===== config.mk =====
export PLATFORM = sky130hd
export DESIGN_NAME = low_power_clock_select
export DESIGN_NICKNAME = d
export VERILOG_FILES = /design/src/lpc_pkg.sv /design/src/low_power_clock_select.sv
export SDC_FILE = /design/constraint.sdc
export NUM_CORES = 1
export LEC_CHECK = 0
export ABC_AREA = 1
export BUFFER_PORTS_ARGS = -buffer_cell sky130_fd_sc_hd__buf_2
export CORE_ASPECT_RATIO = 0.75
export CORE_MARGIN = 2
export CORE_UTILIZATION = 50
export DETAILED_ROUTE_END_ITERATION = 7
export PLACE_DENSITY = 0.7
export SKIP_CTS_REPAIR_TIMING = 1
export SYNTH_ARGS = -nofsm -noshare
export SYNTH_HDL_FRONTEND = slang
export SYNTH_SLANG_ARGS = --single-unit

===== constraint.sdc =====
create_clock -name clk -period 2 [get_ports clk]
set_input_delay 0.4 -clock clk [delete_from_list [all_inputs] [get_ports clk]]
set_output_delay 0.4 -clock clk [all_outputs]
set_load 0.05 [all_outputs]

===== src/lpc_pkg.sv =====
// Constants, types and carriers for the low-power clock select block
// Operation
// RULE_01: Stop request enters pseudo-watch or stop mode
// RULE_02: Stop request reads zero, clears on wake
// RULE_03: Sleep request enters sleep, reads zero
// RULE_04: Stop request beats sleep in same write
// RULE_05: Float select tristates pins in watch/stop
// RULE_06: Software reset pulse three cycles after write
// RULE_07: Watch entry on zero, reads one
// RULE_08: Pause field maps to 0/9/17/33 cycles
// RULE_09: Pause field cleared by full resets only
// RULE_10: Self-refresh asserted in sleep, watch, stop; code asserts it in sleep only while the main clock status is set
// RULE_11: Sub/main status shows active clock, wait
// RULE_12: PLL/main status, fixed 4096-cycle PLL wait
// RULE_13: Wait select sets stop release wait
// RULE_14: Wait select set only by power-on
// RULE_15: Main select rising starts wait, clears timebase
// RULE_16: Subclock wins when both selects zero
// RULE_17: Main/sub select set by every reset
// RULE_18: PLL select falling starts wait, clears timebase
// RULE_19: PLL/main select set by full resets
// RULE_20: Multiplier cleared by full resets only
// RULE_21: Multiplier writes ignored while PLL selected
// RULE_22: Multiplier gives times one to four
// RULE_23: Pending interrupt blocks low-power entry
// RULE_24: Clock switches and status update after wait
// RULE_25: Each field sees its own reset qualifiers
package lpc_pkg;
	// Register offsets
	localparam logic [7:0] LPM_ADDR = 8'ha0;
	localparam logic [7:0] CKS_ADDR = 8'ha1;
	// Mode control fields
	localparam int STOP_BIT = 7;
	localparam int SLEEP_BIT = 6;
	localparam int FLOAT_BIT = 5;
	localparam int SWRST_BIT = 4;
	localparam int WATCH_BIT = 3;
	localparam int PAUSE_LSB = 1;
	localparam int REFRESH_BIT = 0;
	// Clock select fields
	localparam int MSEL_BIT = 3;
	localparam int PSEL_BIT = 2;
	localparam int WS_LSB = 4;
	localparam int MUL_LSB = 0;
	// Reset values
	localparam logic [1:0] WS_RST = 2'h3;
	localparam logic [1:0] PAUSE_RST = 2'h0;
	localparam logic [1:0] MUL_RST = 2'h0;
	// Pause lengths in clock cycles
	localparam logic [5:0] PAUSE_0 = 6'h00;
	localparam logic [5:0] PAUSE_1 = 6'h09;
	localparam logic [5:0] PAUSE_2 = 6'h11;
	localparam logic [5:0] PAUSE_3 = 6'h21;
	// Timing counts
	localparam logic [18:0] PLL_WAIT_CYC = 19'h01000;
	localparam logic [1:0] SWRST_DELAY = 2'h3;
	localparam logic [18:0] CNT_ONE = 19'h00001;

	typedef enum logic [2:0] {
		MODE_RUN, MODE_SLEEP, MODE_PSEUDO,
		MODE_WATCH, MODE_STOP, MODE_WAKE
	} mode_e;

	typedef enum logic [1:0] {SRC_SUB, SRC_MAIN, SRC_PLL} clk_src_e;

	// Reset qualifiers from the reset controller
	typedef struct packed {
		logic por;
		logic hstby;
		logic wdt;
		logic ext;
	} rst_src_s;

	// Standby controls to the clock generator and pads
	typedef struct packed {
		logic cpu_halt;
		logic periph_stop;
		logic main_osc_stop;
		logic sub_osc_stop;
		logic pins_hiz;
		logic self_refresh;
	} stby_s;
endpackage


===== src/low_power_clock_select.sv =====
// Standby mode and machine clock selection control
//
// Design decision made here: the plain strobed port.
`timescale 1ns/100ps
module low_power_clock_select #(
	parameter int unsigned WAIT_1 = 16384,
	parameter int unsigned WAIT_2 = 65536,
	parameter int unsigned WAIT_3 = 262144,
	parameter int unsigned SUB_WAIT = 16
) (
	// Clock and reset
	input wire logic clk,
	input wire logic rst,
	input wire lpc_pkg::rst_src_s rst_src,
	// Register port
	input wire logic [7:0] reg_addr,
	input wire logic [7:0] reg_wdata,
	input wire logic reg_wr,
	input wire logic reg_rd,
	output logic [7:0] reg_rdata,
	// Interrupt status
	input wire logic irq_pending,
	input wire logic wake_irq,
	// Standby and clock controls
	output lpc_pkg::mode_e mode,
	output lpc_pkg::stby_s stby,
	output lpc_pkg::clk_src_e clk_src,
	output logic [2:0] pll_factor,
	output logic [5:0] pause_cycles,
	output logic osc_wait,
	output logic tbt_clear,
	output logic sw_reset
);

	function automatic logic [18:0] ws_cycles(input logic [1:0] ws);
		logic [18:0] c;
		c = 19'h0;
		unique case (ws)
			2'h0: c = 19'h0;
			2'h1: c = WAIT_1[18:0];
			2'h2: c = WAIT_2[18:0];
			2'h3: c = WAIT_3[18:0];
		endcase
		return c;
	endfunction

	function automatic logic [5:0] pause_map(input logic [1:0] p);
		logic [5:0] c;
		c = lpc_pkg::PAUSE_0;
		unique case (p)
			2'h0: c = lpc_pkg::PAUSE_0;
			2'h1: c = lpc_pkg::PAUSE_1;
			2'h2: c = lpc_pkg::PAUSE_2;
			2'h3: c = lpc_pkg::PAUSE_3;
		endcase
		return c;
	endfunction

	logic float_reg;
	logic refresh_en_reg;
	logic [1:0] pause_reg;
	logic [1:0] ws_reg;
	logic msel_reg;
	logic psel_reg;
	logic [1:0] mul_reg;
	logic sub_st_reg;
	logic pll_st_reg;
	logic [18:0] mcnt_reg;
	logic [18:0] pcnt_reg;
	logic [18:0] wcnt_reg;
	logic [18:0] wcnt_next;
	lpc_pkg::mode_e mode_reg;
	lpc_pkg::mode_e mode_next;
	logic [1:0] swc_reg;
	logic sw_rst_reg;
	logic tbt_clr_reg;
	logic [7:0] rdata_reg;

	// Reset qualifier groups [RULE_25]
	wire rst_por = rst | rst_src.por;
	wire rst_full = rst_por | rst_src.hstby | rst_src.wdt;
	wire rst_any = rst_full | rst_src.ext | sw_rst_reg;

	// Register decode
	wire wr_lpm = reg_wr && reg_addr == lpc_pkg::LPM_ADDR;
	wire wr_cks = reg_wr && reg_addr == lpc_pkg::CKS_ADDR;
	wire rd_lpm = reg_rd && reg_addr == lpc_pkg::LPM_ADDR;
	wire rd_cks = reg_rd && reg_addr == lpc_pkg::CKS_ADDR;
	wire stop_wr = wr_lpm && reg_wdata[lpc_pkg::STOP_BIT];
	wire watch_wr = wr_lpm && !reg_wdata[lpc_pkg::WATCH_BIT];
	wire sleep_wr = wr_lpm && reg_wdata[lpc_pkg::SLEEP_BIT];
	wire swrst_wr = wr_lpm && !reg_wdata[lpc_pkg::SWRST_BIT];
	wire msel_wd = reg_wdata[lpc_pkg::MSEL_BIT];
	wire psel_wd = reg_wdata[lpc_pkg::PSEL_BIT];
	wire to_main = wr_cks && msel_wd && !msel_reg;
	wire to_sub = wr_cks && !msel_wd && msel_reg;
	wire to_pll = wr_cks && !psel_wd && psel_reg;
	wire to_mainp = wr_cks && psel_wd && !psel_reg;
	wire pseudo_ok = msel_reg && !psel_reg;
	// Entry only from run, never over a pending interrupt
	wire may_enter = mode_reg == lpc_pkg::MODE_RUN && !irq_pending;

	// Read data: write-only bits read as constants
	wire [7:0] lpm_rd = {1'b0, 1'b0, float_reg, 1'b1, 1'b1,
		pause_reg, refresh_en_reg}; // [RULE_02] [RULE_03] [RULE_06] [RULE_07]
	wire [7:0] cks_rd = {sub_st_reg, pll_st_reg, ws_reg,
		msel_reg, psel_reg, mul_reg};
	wire [7:0] rd_mux = rd_lpm ? lpm_rd : (rd_cks ? cks_rd : 8'h00);

	// Standby mode sequencing
	always_comb begin
		mode_next = mode_reg;
		wcnt_next = wcnt_reg;
		unique case (mode_reg)
			lpc_pkg::MODE_RUN: begin
				if (may_enter && stop_wr) begin
					// Stop beats sleep and watch [RULE_04]
					mode_next = pseudo_ok ? lpc_pkg::MODE_PSEUDO :
						lpc_pkg::MODE_STOP; // [RULE_01]
				end else if (may_enter && watch_wr) begin
					mode_next = lpc_pkg::MODE_WATCH; // [RULE_07]
				end else if (may_enter && sleep_wr) begin
					mode_next = lpc_pkg::MODE_SLEEP; // [RULE_03] [RULE_23]
				end
			end
			lpc_pkg::MODE_SLEEP, lpc_pkg::MODE_WATCH: begin
				// Wake returns the write-only bits to idle [RULE_02]
				if (wake_irq)
					mode_next = lpc_pkg::MODE_RUN;
			end
			lpc_pkg::MODE_PSEUDO: begin
				// PLL must settle again before the core runs
				if (wake_irq) begin
					mode_next = lpc_pkg::MODE_WAKE;
					wcnt_next = lpc_pkg::PLL_WAIT_CYC;
				end
			end
			lpc_pkg::MODE_STOP: begin
				if (wake_irq) begin
					mode_next = lpc_pkg::MODE_WAKE;
					// Main oscillator restart only when main runs [RULE_13]
					wcnt_next = sub_st_reg ? ws_cycles(ws_reg) : 19'h0;
				end
			end
			lpc_pkg::MODE_WAKE: begin
				if (wcnt_reg == 19'h0)
					mode_next = lpc_pkg::MODE_RUN;
				else
					wcnt_next = wcnt_reg - lpc_pkg::CNT_ONE;
			end
			default: mode_next = lpc_pkg::MODE_RUN;
		endcase
	end

	always_ff @(posedge clk) begin
		if (rst_any) begin
			mode_reg <= lpc_pkg::MODE_RUN;
			wcnt_reg <= 19'h0;
		end else begin
			mode_reg <= mode_next;
			wcnt_reg <= wcnt_next;
		end
	end

	// Fields cleared by any reset [RULE_25]
	always_ff @(posedge clk) begin
		if (rst_any) begin
			float_reg <= 1'b0;
			refresh_en_reg <= 1'b0;
		end else if (wr_lpm) begin
			float_reg <= reg_wdata[lpc_pkg::FLOAT_BIT]; // [RULE_05]
			refresh_en_reg <= reg_wdata[lpc_pkg::REFRESH_BIT]; // [RULE_10]
		end
	end

	// Pause field survives pin and software resets
	always_ff @(posedge clk) begin
		if (rst_full)
			pause_reg <= lpc_pkg::PAUSE_RST; // [RULE_09]
		else if (wr_lpm)
			pause_reg <= reg_wdata[lpc_pkg::PAUSE_LSB +: 2];
	end

	// Wait select survives all but power-on
	always_ff @(posedge clk) begin
		if (rst_por)
			ws_reg <= lpc_pkg::WS_RST; // [RULE_14]
		else if (wr_cks)
			ws_reg <= reg_wdata[lpc_pkg::WS_LSB +: 2];
	end

	// Multiplier locked while the PLL drives the core
	always_ff @(posedge clk) begin
		if (rst_full)
			mul_reg <= lpc_pkg::MUL_RST; // [RULE_20]
		else if (wr_cks && psel_reg)
			mul_reg <= reg_wdata[lpc_pkg::MUL_LSB +: 2]; // [RULE_21]
	end

	// Main/sub path: select, wait counter, status
	always_ff @(posedge clk) begin
		if (rst_any) begin
			msel_reg <= 1'b1; // [RULE_17]
			sub_st_reg <= 1'b1;
			mcnt_reg <= 19'h0;
		end else begin
			if (wr_cks)
				msel_reg <= msel_wd;
			if (to_main)
				mcnt_reg <= ws_cycles(ws_reg); // [RULE_15]
			else if (to_sub)
				mcnt_reg <= SUB_WAIT[18:0];
			else if (mcnt_reg != 19'h0)
				mcnt_reg <= mcnt_reg - lpc_pkg::CNT_ONE;
			// Status follows only once the wait is over [RULE_11] [RULE_24]
			if (mcnt_reg == 19'h0 && !to_main && !to_sub)
				sub_st_reg <= msel_reg;
		end
	end

	// PLL/main path: select, fixed wait, status
	always_ff @(posedge clk) begin
		if (rst_full) begin
			psel_reg <= 1'b1; // [RULE_19]
			pll_st_reg <= 1'b1;
			pcnt_reg <= 19'h0;
		end else begin
			if (wr_cks)
				psel_reg <= psel_wd;
			if (to_pll)
				pcnt_reg <= lpc_pkg::PLL_WAIT_CYC; // [RULE_12] [RULE_18]
			else if (to_mainp)
				pcnt_reg <= 19'h0;
			else if (pcnt_reg != 19'h0)
				pcnt_reg <= pcnt_reg - lpc_pkg::CNT_ONE;
			if (pcnt_reg == 19'h0 && !to_pll && !to_mainp)
				pll_st_reg <= psel_reg; // [RULE_24]
		end
	end

	// Timebase clear on oscillator restarts and stop entry
	wire stop_entry = mode_reg == lpc_pkg::MODE_RUN &&
		(mode_next == lpc_pkg::MODE_STOP ||
		mode_next == lpc_pkg::MODE_PSEUDO);

	always_ff @(posedge clk) begin
		if (rst_any)
			tbt_clr_reg <= 1'b0;
		else
			tbt_clr_reg <= to_main || to_pll || stop_entry; // [RULE_15] [RULE_18]
	end

	// Software reset after a fixed delay
	always_ff @(posedge clk) begin
		if (rst_full) begin
			swc_reg <= 2'h0;
			sw_rst_reg <= 1'b0;
		end else begin
			sw_rst_reg <= swc_reg == 2'h1; // [RULE_06]
			if (swrst_wr && swc_reg == 2'h0)
				swc_reg <= lpc_pkg::SWRST_DELAY - 2'h1;
			else if (swc_reg != 2'h0)
				swc_reg <= swc_reg - 2'h1;
		end
	end

	// Read data valid in the cycle after the strobe only
	always_ff @(posedge clk) begin
		if (rst)
			rdata_reg <= 8'h00;
		else
			rdata_reg <= rd_mux;
	end

	// Output decode
	wire lp_deep = mode_reg == lpc_pkg::MODE_WATCH ||
		mode_reg == lpc_pkg::MODE_STOP ||
		mode_reg == lpc_pkg::MODE_PSEUDO;
	wire sleep_fast = mode_reg == lpc_pkg::MODE_SLEEP && sub_st_reg;

	assign mode = mode_reg;
	assign reg_rdata = rdata_reg;
	assign tbt_clear = tbt_clr_reg;
	assign sw_reset = sw_rst_reg;
	assign osc_wait = msel_reg != sub_st_reg || psel_reg != pll_st_reg;
	// Subclock wins whatever the PLL select says [RULE_16]
	assign clk_src = !sub_st_reg ? lpc_pkg::SRC_SUB :
		(pll_st_reg ? lpc_pkg::SRC_MAIN : lpc_pkg::SRC_PLL);
	assign pll_factor = {1'b0, mul_reg} + 3'h1; // [RULE_22]
	assign pause_cycles = pause_map(pause_reg); // [RULE_08]
	assign stby.cpu_halt = mode_reg != lpc_pkg::MODE_RUN;
	assign stby.periph_stop = lp_deep;
	assign stby.main_osc_stop = mode_reg == lpc_pkg::MODE_WATCH ||
		mode_reg == lpc_pkg::MODE_STOP || !sub_st_reg;
	assign stby.sub_osc_stop = mode_reg == lpc_pkg::MODE_STOP;
	assign stby.pins_hiz = float_reg && lp_deep; // [RULE_05]
	assign stby.self_refresh = refresh_en_reg &&
		(lp_deep || sleep_fast); // [RULE_10]
endmodule // low_power_clock_select


* After elaboration in Yosys (flattened, before gate mapping) *
Index checks and enable logic that the tools add are counted.

operators by class
  add/sub/neg operators = 5
  equality and inequality tests = 21
  muxes and demuxes = 27
  bitwise logic cells = 6
  reduce and logical (&&, ||, !) cells = 71

operators by type and width
  operator               number
  $mux 19                7
  $pmux 19 s4            1
  $logic_not 19->1       3
  $pmux 19 s3            1
  $sub 19x1->19 const B  3
  $mux 13                3
  $reduce_bool 19->1     2
  $logic_and 1x1->1      31
  $pmux 6 s4             1
  $mux 3                 7
  $eq 8x8->1 const B     2
  $mux 6                 2
  $pmux 3 s4             1
  $reduce_bool 3->1      4
  $logic_not 1->1        11
  $eq 3x2->1 const B     3
  $eq 3x3->1 const B     3
  $eq 2x2->1 const B     4
  $logic_or 1x1->1       8
  $mux 2                 4
  $eq 2x1->1 const B     3
  $logic_not 2->1        3
  $ne 2x2->1 const B     3
  $reduce_or 2->1        3
  other kinds (10)       17

storage, ports and cells
  register bits after elaboration = 84
  input bits = 26
  output and inout bits = 31
  word-level logic and storage cells = 150

* Depth between registers and ports, before layout *
Gate-level depths: netlist of the first run.

  word-level depth = 12
  depth in mapped cells = 11
  depth with buffers taken out = 11

* Least setup slack after synthesis of the first run *
Ideal clock, no wire load.

  path kind = flip-flop to output port
  from = register mode_reg[2] (netlist: mode[2])
  to = output stby[0] (netlist name)
  arrival = 1903 ps
  required time = 1600 ps
  slack = -303 ps
  stages on the path, launching flop included = 7
  buffers on the path = 0
  path through = dfxtp_1 > nand2_2 > inv_1 > nand2_1 > nand2_1 > nor2_1 > a21oi_1

RTL lines
  element                 line                           source
  start, declared         low_power_clock_select.sv:72   lpc_pkg::mode_e mode_reg;
  start signal, assigned  low_power_clock_select.sv:157  mode_reg <= lpc_pkg::MODE_RUN;
  start signal, assigned  low_power_clock_select.sv:160  mode_reg <= mode_next;
  end, declared           low_power_clock_select.sv:26   output lpc_pkg::stby_s stby,

==> results.txt, run 1 <==
STA classifies the critical path endpoint as a primary output. At the end of routability-driven placement, the weighted congestion stood at 0.893. The final max-slew violation count was 0; the leakage dissipation was 0.00277 µW. STA classifies the critical path startpoint as a register.

Summed over all instances, the cell type with the most area after synthesis is sky130_fd_sc_hd__dfxtp_1. The sequential element share of the synthesized area is 35.0%, and the x dimension of the die is 117 µm. After global routing the overflow that remains totals 0.

The highest fanout seen on the critical path works out to 5. The summed instance area of the synthesized netlist is 4810 µm², and the required time of the worst setup path is 1600 ps. For the max-cap violation count, the log shows 0. From bottom edge to top edge, the die measures 88.9 µm.

For the worst clock skew on the final layout, the log shows 6.69 ps. At the pin with the least slew margin, the transition time is 583 ps. The terminus of the critical flop-to-flop path is wcnt_reg[12]. For the reg2reg setup slack, the log shows 210 ps.

The die covers 10,400 µm². Area overhead of the layout relative to synthesis: 15.7%. With fillers left out, the area of the finished cells amounts to 5560 µm². 0 antenna diodes ended up in the layout.

The logs give 0 for the post-route DRC violation count and 84 for the count of clock tree sinks. The flow ran to the end, and the final reports show no timing, DRC or antenna violations. The run gives 4,637 as the vias after detailed routing. The synthesized area per cell came out at 6.82 µm². The critical path is of the register to primary output type. After layout, the minimum clock period comes to 1900 ps. The data arrival time at the worst-slack endpoint was 1500 ps. TritonCTS built the clock tree.

The starting density of the core is 52.3%, and the final hold slack is 328 ps. The floorplan has 30 rows. In this run, synthesis produced a sequential element count of 84.

Including well taps, the total number of placed cells is 885. Dividing the final minimum period by the clock period gives 94.8%. In this run the tightest slew margin relative to its limit is 60.8%. Setup violations remaining at the end of the flow were counted as 0. The clock passes through at most 2 buffers.

In this run the most critical hold path is launched from rst. The filler-free cell count of the finished design was 901; the warning count from the yosys run was 0. The root buffer cell is sky130_fd_sc_hd__clkbuf_16.

In the post-synthesis netlist, the biggest area contributors are sky130_fd_sc_hd__dfxtp_1 (35%), sky130_fd_sc_hd__nand2_1 (11%), sky130_fd_sc_hd__nor2_1 (11%). Hold-critical path endpoint: reg_rdata[3]. After detailed routing, the number of vias per cell comes to 5.15.

The critical register-to-register path startpoint was wcnt_reg[1]. The run gives 43 as the distinct cell type count after synthesis. The most numerous cell type found on the critical path is sky130_fd_sc_hd__nand2_2. The placed instance area was 5240 µm²; the level count of the clock H-tree was 3. For this block, the routed nets add up to 11,600 µm of wire.

Clock latency on the worst-skew pair, taken at its later pin, is 340 ps. The signal on the critical path passes through nand2_2, inv_2, nand2_2, nand2_2, nor2_4, a21oi_2, buf_6. Entering global routing, the biggest net connects 28 pins.

The detailed-routing iteration count for the pre-antenna-repair pass was 5; the fraction of layout instances using a drive strength above 1 was 18.5%. The cell count after synthesis came out at 705. The run gives 0 as the remaining antenna violation count.

For the final count of hold timing violations, the log shows 0. The total power density per cell area is 1050 nW/µm². The tools report the I/O pin count as 57. Counting cells, the worst reg-to-reg path comes to 11.

Port buffering added 54 buffers. The HPWL after detailed placement was 8900 µm. Dividing the detail-routed wire length by the instance count gives 12.8 µm. The post-route worst setup slack is 104 ps, and the number of enable flip-flop cells after synthesis is 0. Number of global-route vias before repair: 4,057. In the synthesized netlist the dominant register cell turns out to be sky130_fd_sc_hd__dfxtp_1. After clock tree synthesis, the clock-pin slew on the worst setup and hold paths is 60 ps. After floorplanning, the core was sized to cover 9200 µm². Setup repair after global routing left no endpoint under its margin. The final layout contains 798 nets. The hold-critical path depth is 2.

On the worst path, the slowest cell contributes a delay of 390 ps. For this run, the top clock speed supported by timing is 0.527 GHz. Largest voltage drop on the vdd net: 0.638 mV.

Class of the worst hold path: primary input to register. The number of antenna violations at the first check in global routing was 0; the share of flip-flops with an asynchronous set or reset after synthesis was 0%. The slowest stage of the critical path belongs to the cell sky130_fd_sc_hd__dfxtp_2. For the number of buffers created by CTS, the log shows 9.

The global-route wire length before repair came out at 19,100 µm. The tools report the worst setup timing slack at the placement stage as 135 ps. The tools report the global router's overall resource usage as 23.2%.

The violation count after the first detailed-routing iteration was 380; the portion of synthesized cell area occupied by the leading cell type was 35.0%.
[where the power goes]
part | total [µW] | internal [µW] | switching [µW]
clock | 1680 | 979 | 703
sequential | 1810 | 1740 | 70.2
combinational | 2340 | 892 | 1450
total | 5830 | 3610 | 2220
[kinds of logic (layout without fill, tap and decap cells)]
logic type | Yosys count | in the layout | share of synthesized area [%]
simple gates | 421 | 421 | 41.6
buf+inv | 100 | 167 | 9.19
flops | 84 | 84 | 35.0
compound gates | 64 | 64 | 7.50
xor+xnor | 31 | 31 | 5.65
fa+ha+maj | 4 | 4 | 1.04
other cells | 1 | 2 | 0.0780
[metrics by stage]
stage	setup TNS (ps)	power, µW	utilization (%)
floorplan	-46.0	3670	-
global placement	0	4160	56.9
detailed placement	0	4180	56.9
CTS	-366	5870	60.2
global route	0	6280	60.5
finish	0	5830	60.5
[critical path, delay by kind of cell, from the launching register on]
| family | cells | cell delay, ps |
|---|---|---|
| DFF | 1 | 390 |
| buffers and inverters | 2 | 250 |
| AOI/OAI and AO/OA | 1 | 180 |
| and+or+nand+nor | 4 | 330 |
[cell usage after synthesis (2+ instances only)]
library cell               count
sky130_fd_sc_hd__nand2_1     139
sky130_fd_sc_hd__nor2_1      137
sky130_fd_sc_hd__dfxtp_1      84
sky130_fd_sc_hd__inv_1        74
sky130_fd_sc_hd__nand3_1      51
sky130_fd_sc_hd__a21oi_1      31
sky130_fd_sc_hd__nor3_1       23
sky130_fd_sc_hd__nand4_1      22
sky130_fd_sc_hd__xor2_1       22
sky130_fd_sc_hd__o21ai_0      14
sky130_fd_sc_hd__nor3_2       11
sky130_fd_sc_hd__nor2_2        9
sky130_fd_sc_hd__xnor2_1       9
sky130_fd_sc_hd__buf_2         6
sky130_fd_sc_hd__buf_6         6
sky130_fd_sc_hd__clkbuf_1      5
sky130_fd_sc_hd__inv_2         5
sky130_fd_sc_hd__nand2_2       5
sky130_fd_sc_hd__o21ai_1       5
sky130_fd_sc_hd__ha_1          4
sky130_fd_sc_hd__nor3b_1       4
sky130_fd_sc_hd__o32ai_1       4
sky130_fd_sc_hd__buf_4         3
sky130_fd_sc_hd__nand2_4       3
sky130_fd_sc_hd__nand3b_1      3
sky130_fd_sc_hd__nor2_4        3
sky130_fd_sc_hd__o211ai_1      3
sky130_fd_sc_hd__nand4_2       2
sky130_fd_sc_hd__nand4_4       2
sky130_fd_sc_hd__o21bai_1      2
sky130_fd_sc_hd__or2_2         2
[final cells by class]
type | count | area [µm²]
clock buffer | 10 | 229
clock inverter | 6 | 68.8
fill | 868 | 3630
inverter | 80 | 303
multi-input combinational | 522 | 2710
sequential | 84 | 1690
tap | 128 | 160
timing repair buffer | 71 | 407
[worst max-delay path by stage]
stage,start,end,slack (ps),cells past startpoint
floorplan,mode[2],stby[0],-50,6
global placement,mode[2],stby[0],200,7
detailed placement,rst,msel_reg,130,7
CTS,mode[2],stby[0],-160,7
global route,mode[1],stby[0],20,8
finish,mode[2],stby[0],100,7
[layer usage]
metal | vias to the layer above | wire, µm | GRT usage (%)
li1 | 2400 | - | -
met1 | 2105 | 5810 | 33.9
met2 | 126 | 5080 | 35.4
met3 | 6 | 613 | 4.95
met4 | 0 | 67 | 4.81
met5 | - | 0 | 0
[cells in the final DEF (no fill, tap or decap), drive strengths merged, types with 2 or more instances in the layout]
cell type,n
nor2,149
nand2,147
dfxtp,84
inv,83
buf,71
nand3,53
nor3,35
a21oi,32
nand4,26
xor2,22
o21ai,19
clkbuf,10
xnor2,9
nor3b,4
o32ai,4
ha,4
o211ai,3
nand3b,3
o21bai,2
or2,2
conb,2
Note: power is estimated with default switching activity, not from simulation.
==> run 2, diff against run 1 <==
Settings changed: CORE_ASPECT_RATIO 0.75 to unset.
==> results.txt, run 2 (synthesis gave the netlist of run 1 again) <==
Input and output buffers added on the ports amount to 54. The number of buffers created by CTS came out at 9. The max-slew headroom at the worst pin was 59.8%. After detailed routing, the average wire length per cell comes to 12.8 µm.

The H-tree was split into 3 levels. The run gives 11,500 µm as the wire length after detailed routing. The first TritonRoute pass finished after 5 iterations. The detailed router placed 4,703 vias in this run. Setup repair after global routing left no endpoint under its margin. For the number of standard-cell rows in the floorplan, the log shows 35. Number of antenna violations at the first check in global routing: 0. The run gives 4,422 as the number of global-route vias before repair. The smallest clock period supported by the final layout is computed as 1930 ps. Clock latency on the worst-skew pair, taken at its later pin, is 360 ps.

The placed instance area was 5230 µm². The HPWL after detailed placement was 8640 µm. The library cells used most frequently in the layout, excluding fill and tap cells, are sky130_fd_sc_hd__nand2_1 (137), sky130_fd_sc_hd__nor2_1 (134), sky130_fd_sc_hd__dfxtp_1 (82), sky130_fd_sc_hd__inv_1 (73), sky130_fd_sc_hd__buf_2 (53). Before CTS, the worst setup slack after placement is 192 ps. The repair_antennas step left the layout with diodes totalling 0. The violation count after the first detailed-routing iteration came out at 262. In this run the clock root is driven by a sky130_fd_sc_hd__clkbuf_8. The remaining antenna violation count came out at 0. For the full die area, the log shows 10,400 µm².

TritonCTS built the clock tree. In this run the count of I/O pins placed on the die edge is 57. VDD sags by at most 1.02 mV. Of the cells placed in the final design, the portion with a size suffix greater than 1 is 17.8%. At the end of the flow, the number of nets in the layout was 794.

After routing the design area is 5440 µm². Traced cell by cell, the critical path runs through inv_2, nand3_1, nand2_4, nor2_4, a21oi_2, buf_6. Data on the critical path is required at its endpoint by 1600 ps. For this design the ratio of total power to cell area is 968 nW/µm². The uppermost metal layer occupied by signal nets was met4. Final max-slew violation count: 0. The most common library cell in the layout ignoring fill and taps is sky130_fd_sc_hd__nand2_1. The run finished with clean final reports. Compared with the post-synthesis result, the final layout area differs by 13.1%. At the end of routability-driven placement, the weighted congestion stood at 0.892.

The post-route DRC violation count is 0, and the ratio of final minimum period to clock period is 96.4%. After detailed routing, the number of vias per cell comes to 5.24. The x dimension of the die was 102 µm. The classification of the worst setup path was register to primary output. Based on the critical path, the design can be clocked at up to 0.519 GHz. The final count of hold timing violations is 0, and the max-cap violation count is 0. The tools report the pin count of the biggest net entering global routing as 28.

On the worst path, the slowest cell contributes a delay of 350 ps. The global-route wire length before repair is 19,600 µm. The cell type of the slowest stage on the worst timing path is sky130_fd_sc_hd__dfxtp_1. The height of the chip is 102 µm, and the post-route worst setup slack is 72.1 ps. For the final database, setup skew stands at 13.3 ps. The core area was 9280 µm²; the global router's overall resource usage was 23.3%. The routed length on met3 is 586 µm, and the total setup violations reported at the end of the flow is 0. The worst setup path is launched from a register. The clock passes through at most 2 buffers. The data arrival time at the worst-slack endpoint came out at 1530 ps. After detailed routing, the wire length on met1 is 5430 µm. The class of the worst hold path was primary input to register. The worst setup path is captured at a primary output. The starting density of the core was 51.8%; the clock-pin slew reported for the worst setup and hold paths after clock tree synthesis was 80 ps. The highest fanout seen on the critical path is 8. The total overflow left after global routing is 0. The transition at the pin with the smallest max-transition slack works out to 603 ps. The tree built by TritonCTS fans out to 84 sinks. Summed over all cells, the static leakage comes to 0.00271 µW.

For the routed wire length on met2, the log shows 5320 µm.
run 2: worst paths after layout:
check / startpoint / end / slack, ps / cells past startpoint
worst max register to register: wcnt_reg[1] / wcnt_reg[6] / 190 / 9
worst min-delay path: rst_src[3] / ws_reg[0] / 300 / 3
worst min register to register: swc_reg[1] / sw_reset / 450 / 1
worst max-delay path: mode[0] / stby[0] / 70 / 6
run 2: cell type report:
| cell class | count | area [µm²] |
|---|---|---|
| Clock buffer | 12 | 145 |
| Timing Repair Buffer | 67 | 399 |
| Tap cell | 129 | 161 |
| Sequential cell | 84 | 1680 |
| Fill cell | 903 | 3840 |
| Multi-Input combinational cell | 522 | 2720 |
| Clock inverter | 4 | 25.0 |
| Inverter | 80 | 305 |
run 2: worst max-delay path, delay by kind of cell, from the launching register on:
kind / cells / cell delay (ps)
simple gates: 3 / 320
compound gates: 1 / 170
buf+inv: 2 / 320
flops: 1 / 350
run 2: where the power goes:
part / leakage [µW] / total (µW) / switching [µW] / internal [µW]
Sequential: 0.000678 / 1810 / 68.0 / 1740
Clock: 0.0000824 / 1100 / 619 / 482
Combinational: 0.00195 / 2360 / 1460 / 892
run 2: per-stage QoR:
stage / TNS [ps] / instances / hold WS [ps] / total power, µW / util (%)
2_1_floorplan: -46.0 / 706 / 421 / 3670 / -
3_3_place_gp: 0 / 882 / 429 / 4160 / 56.4
3_5_place_dp: 0 / 882 / 436 / 4160 / 56.4
4_1_cts: -552 / 898 / 294 / 5260 / 58.2
5_1_grt: 0 / 898 / 312 / 5720 / 58.6
6_report: 0 / 898 / 300 / 5270 / 58.6
run 2: per-layer routing:
metal,global-route usage [%],vias up
met2,39.4,137
met1,30.0,2155
li1,-,2391
met3,4.38,20
met4,8.00,0
met5,0,-
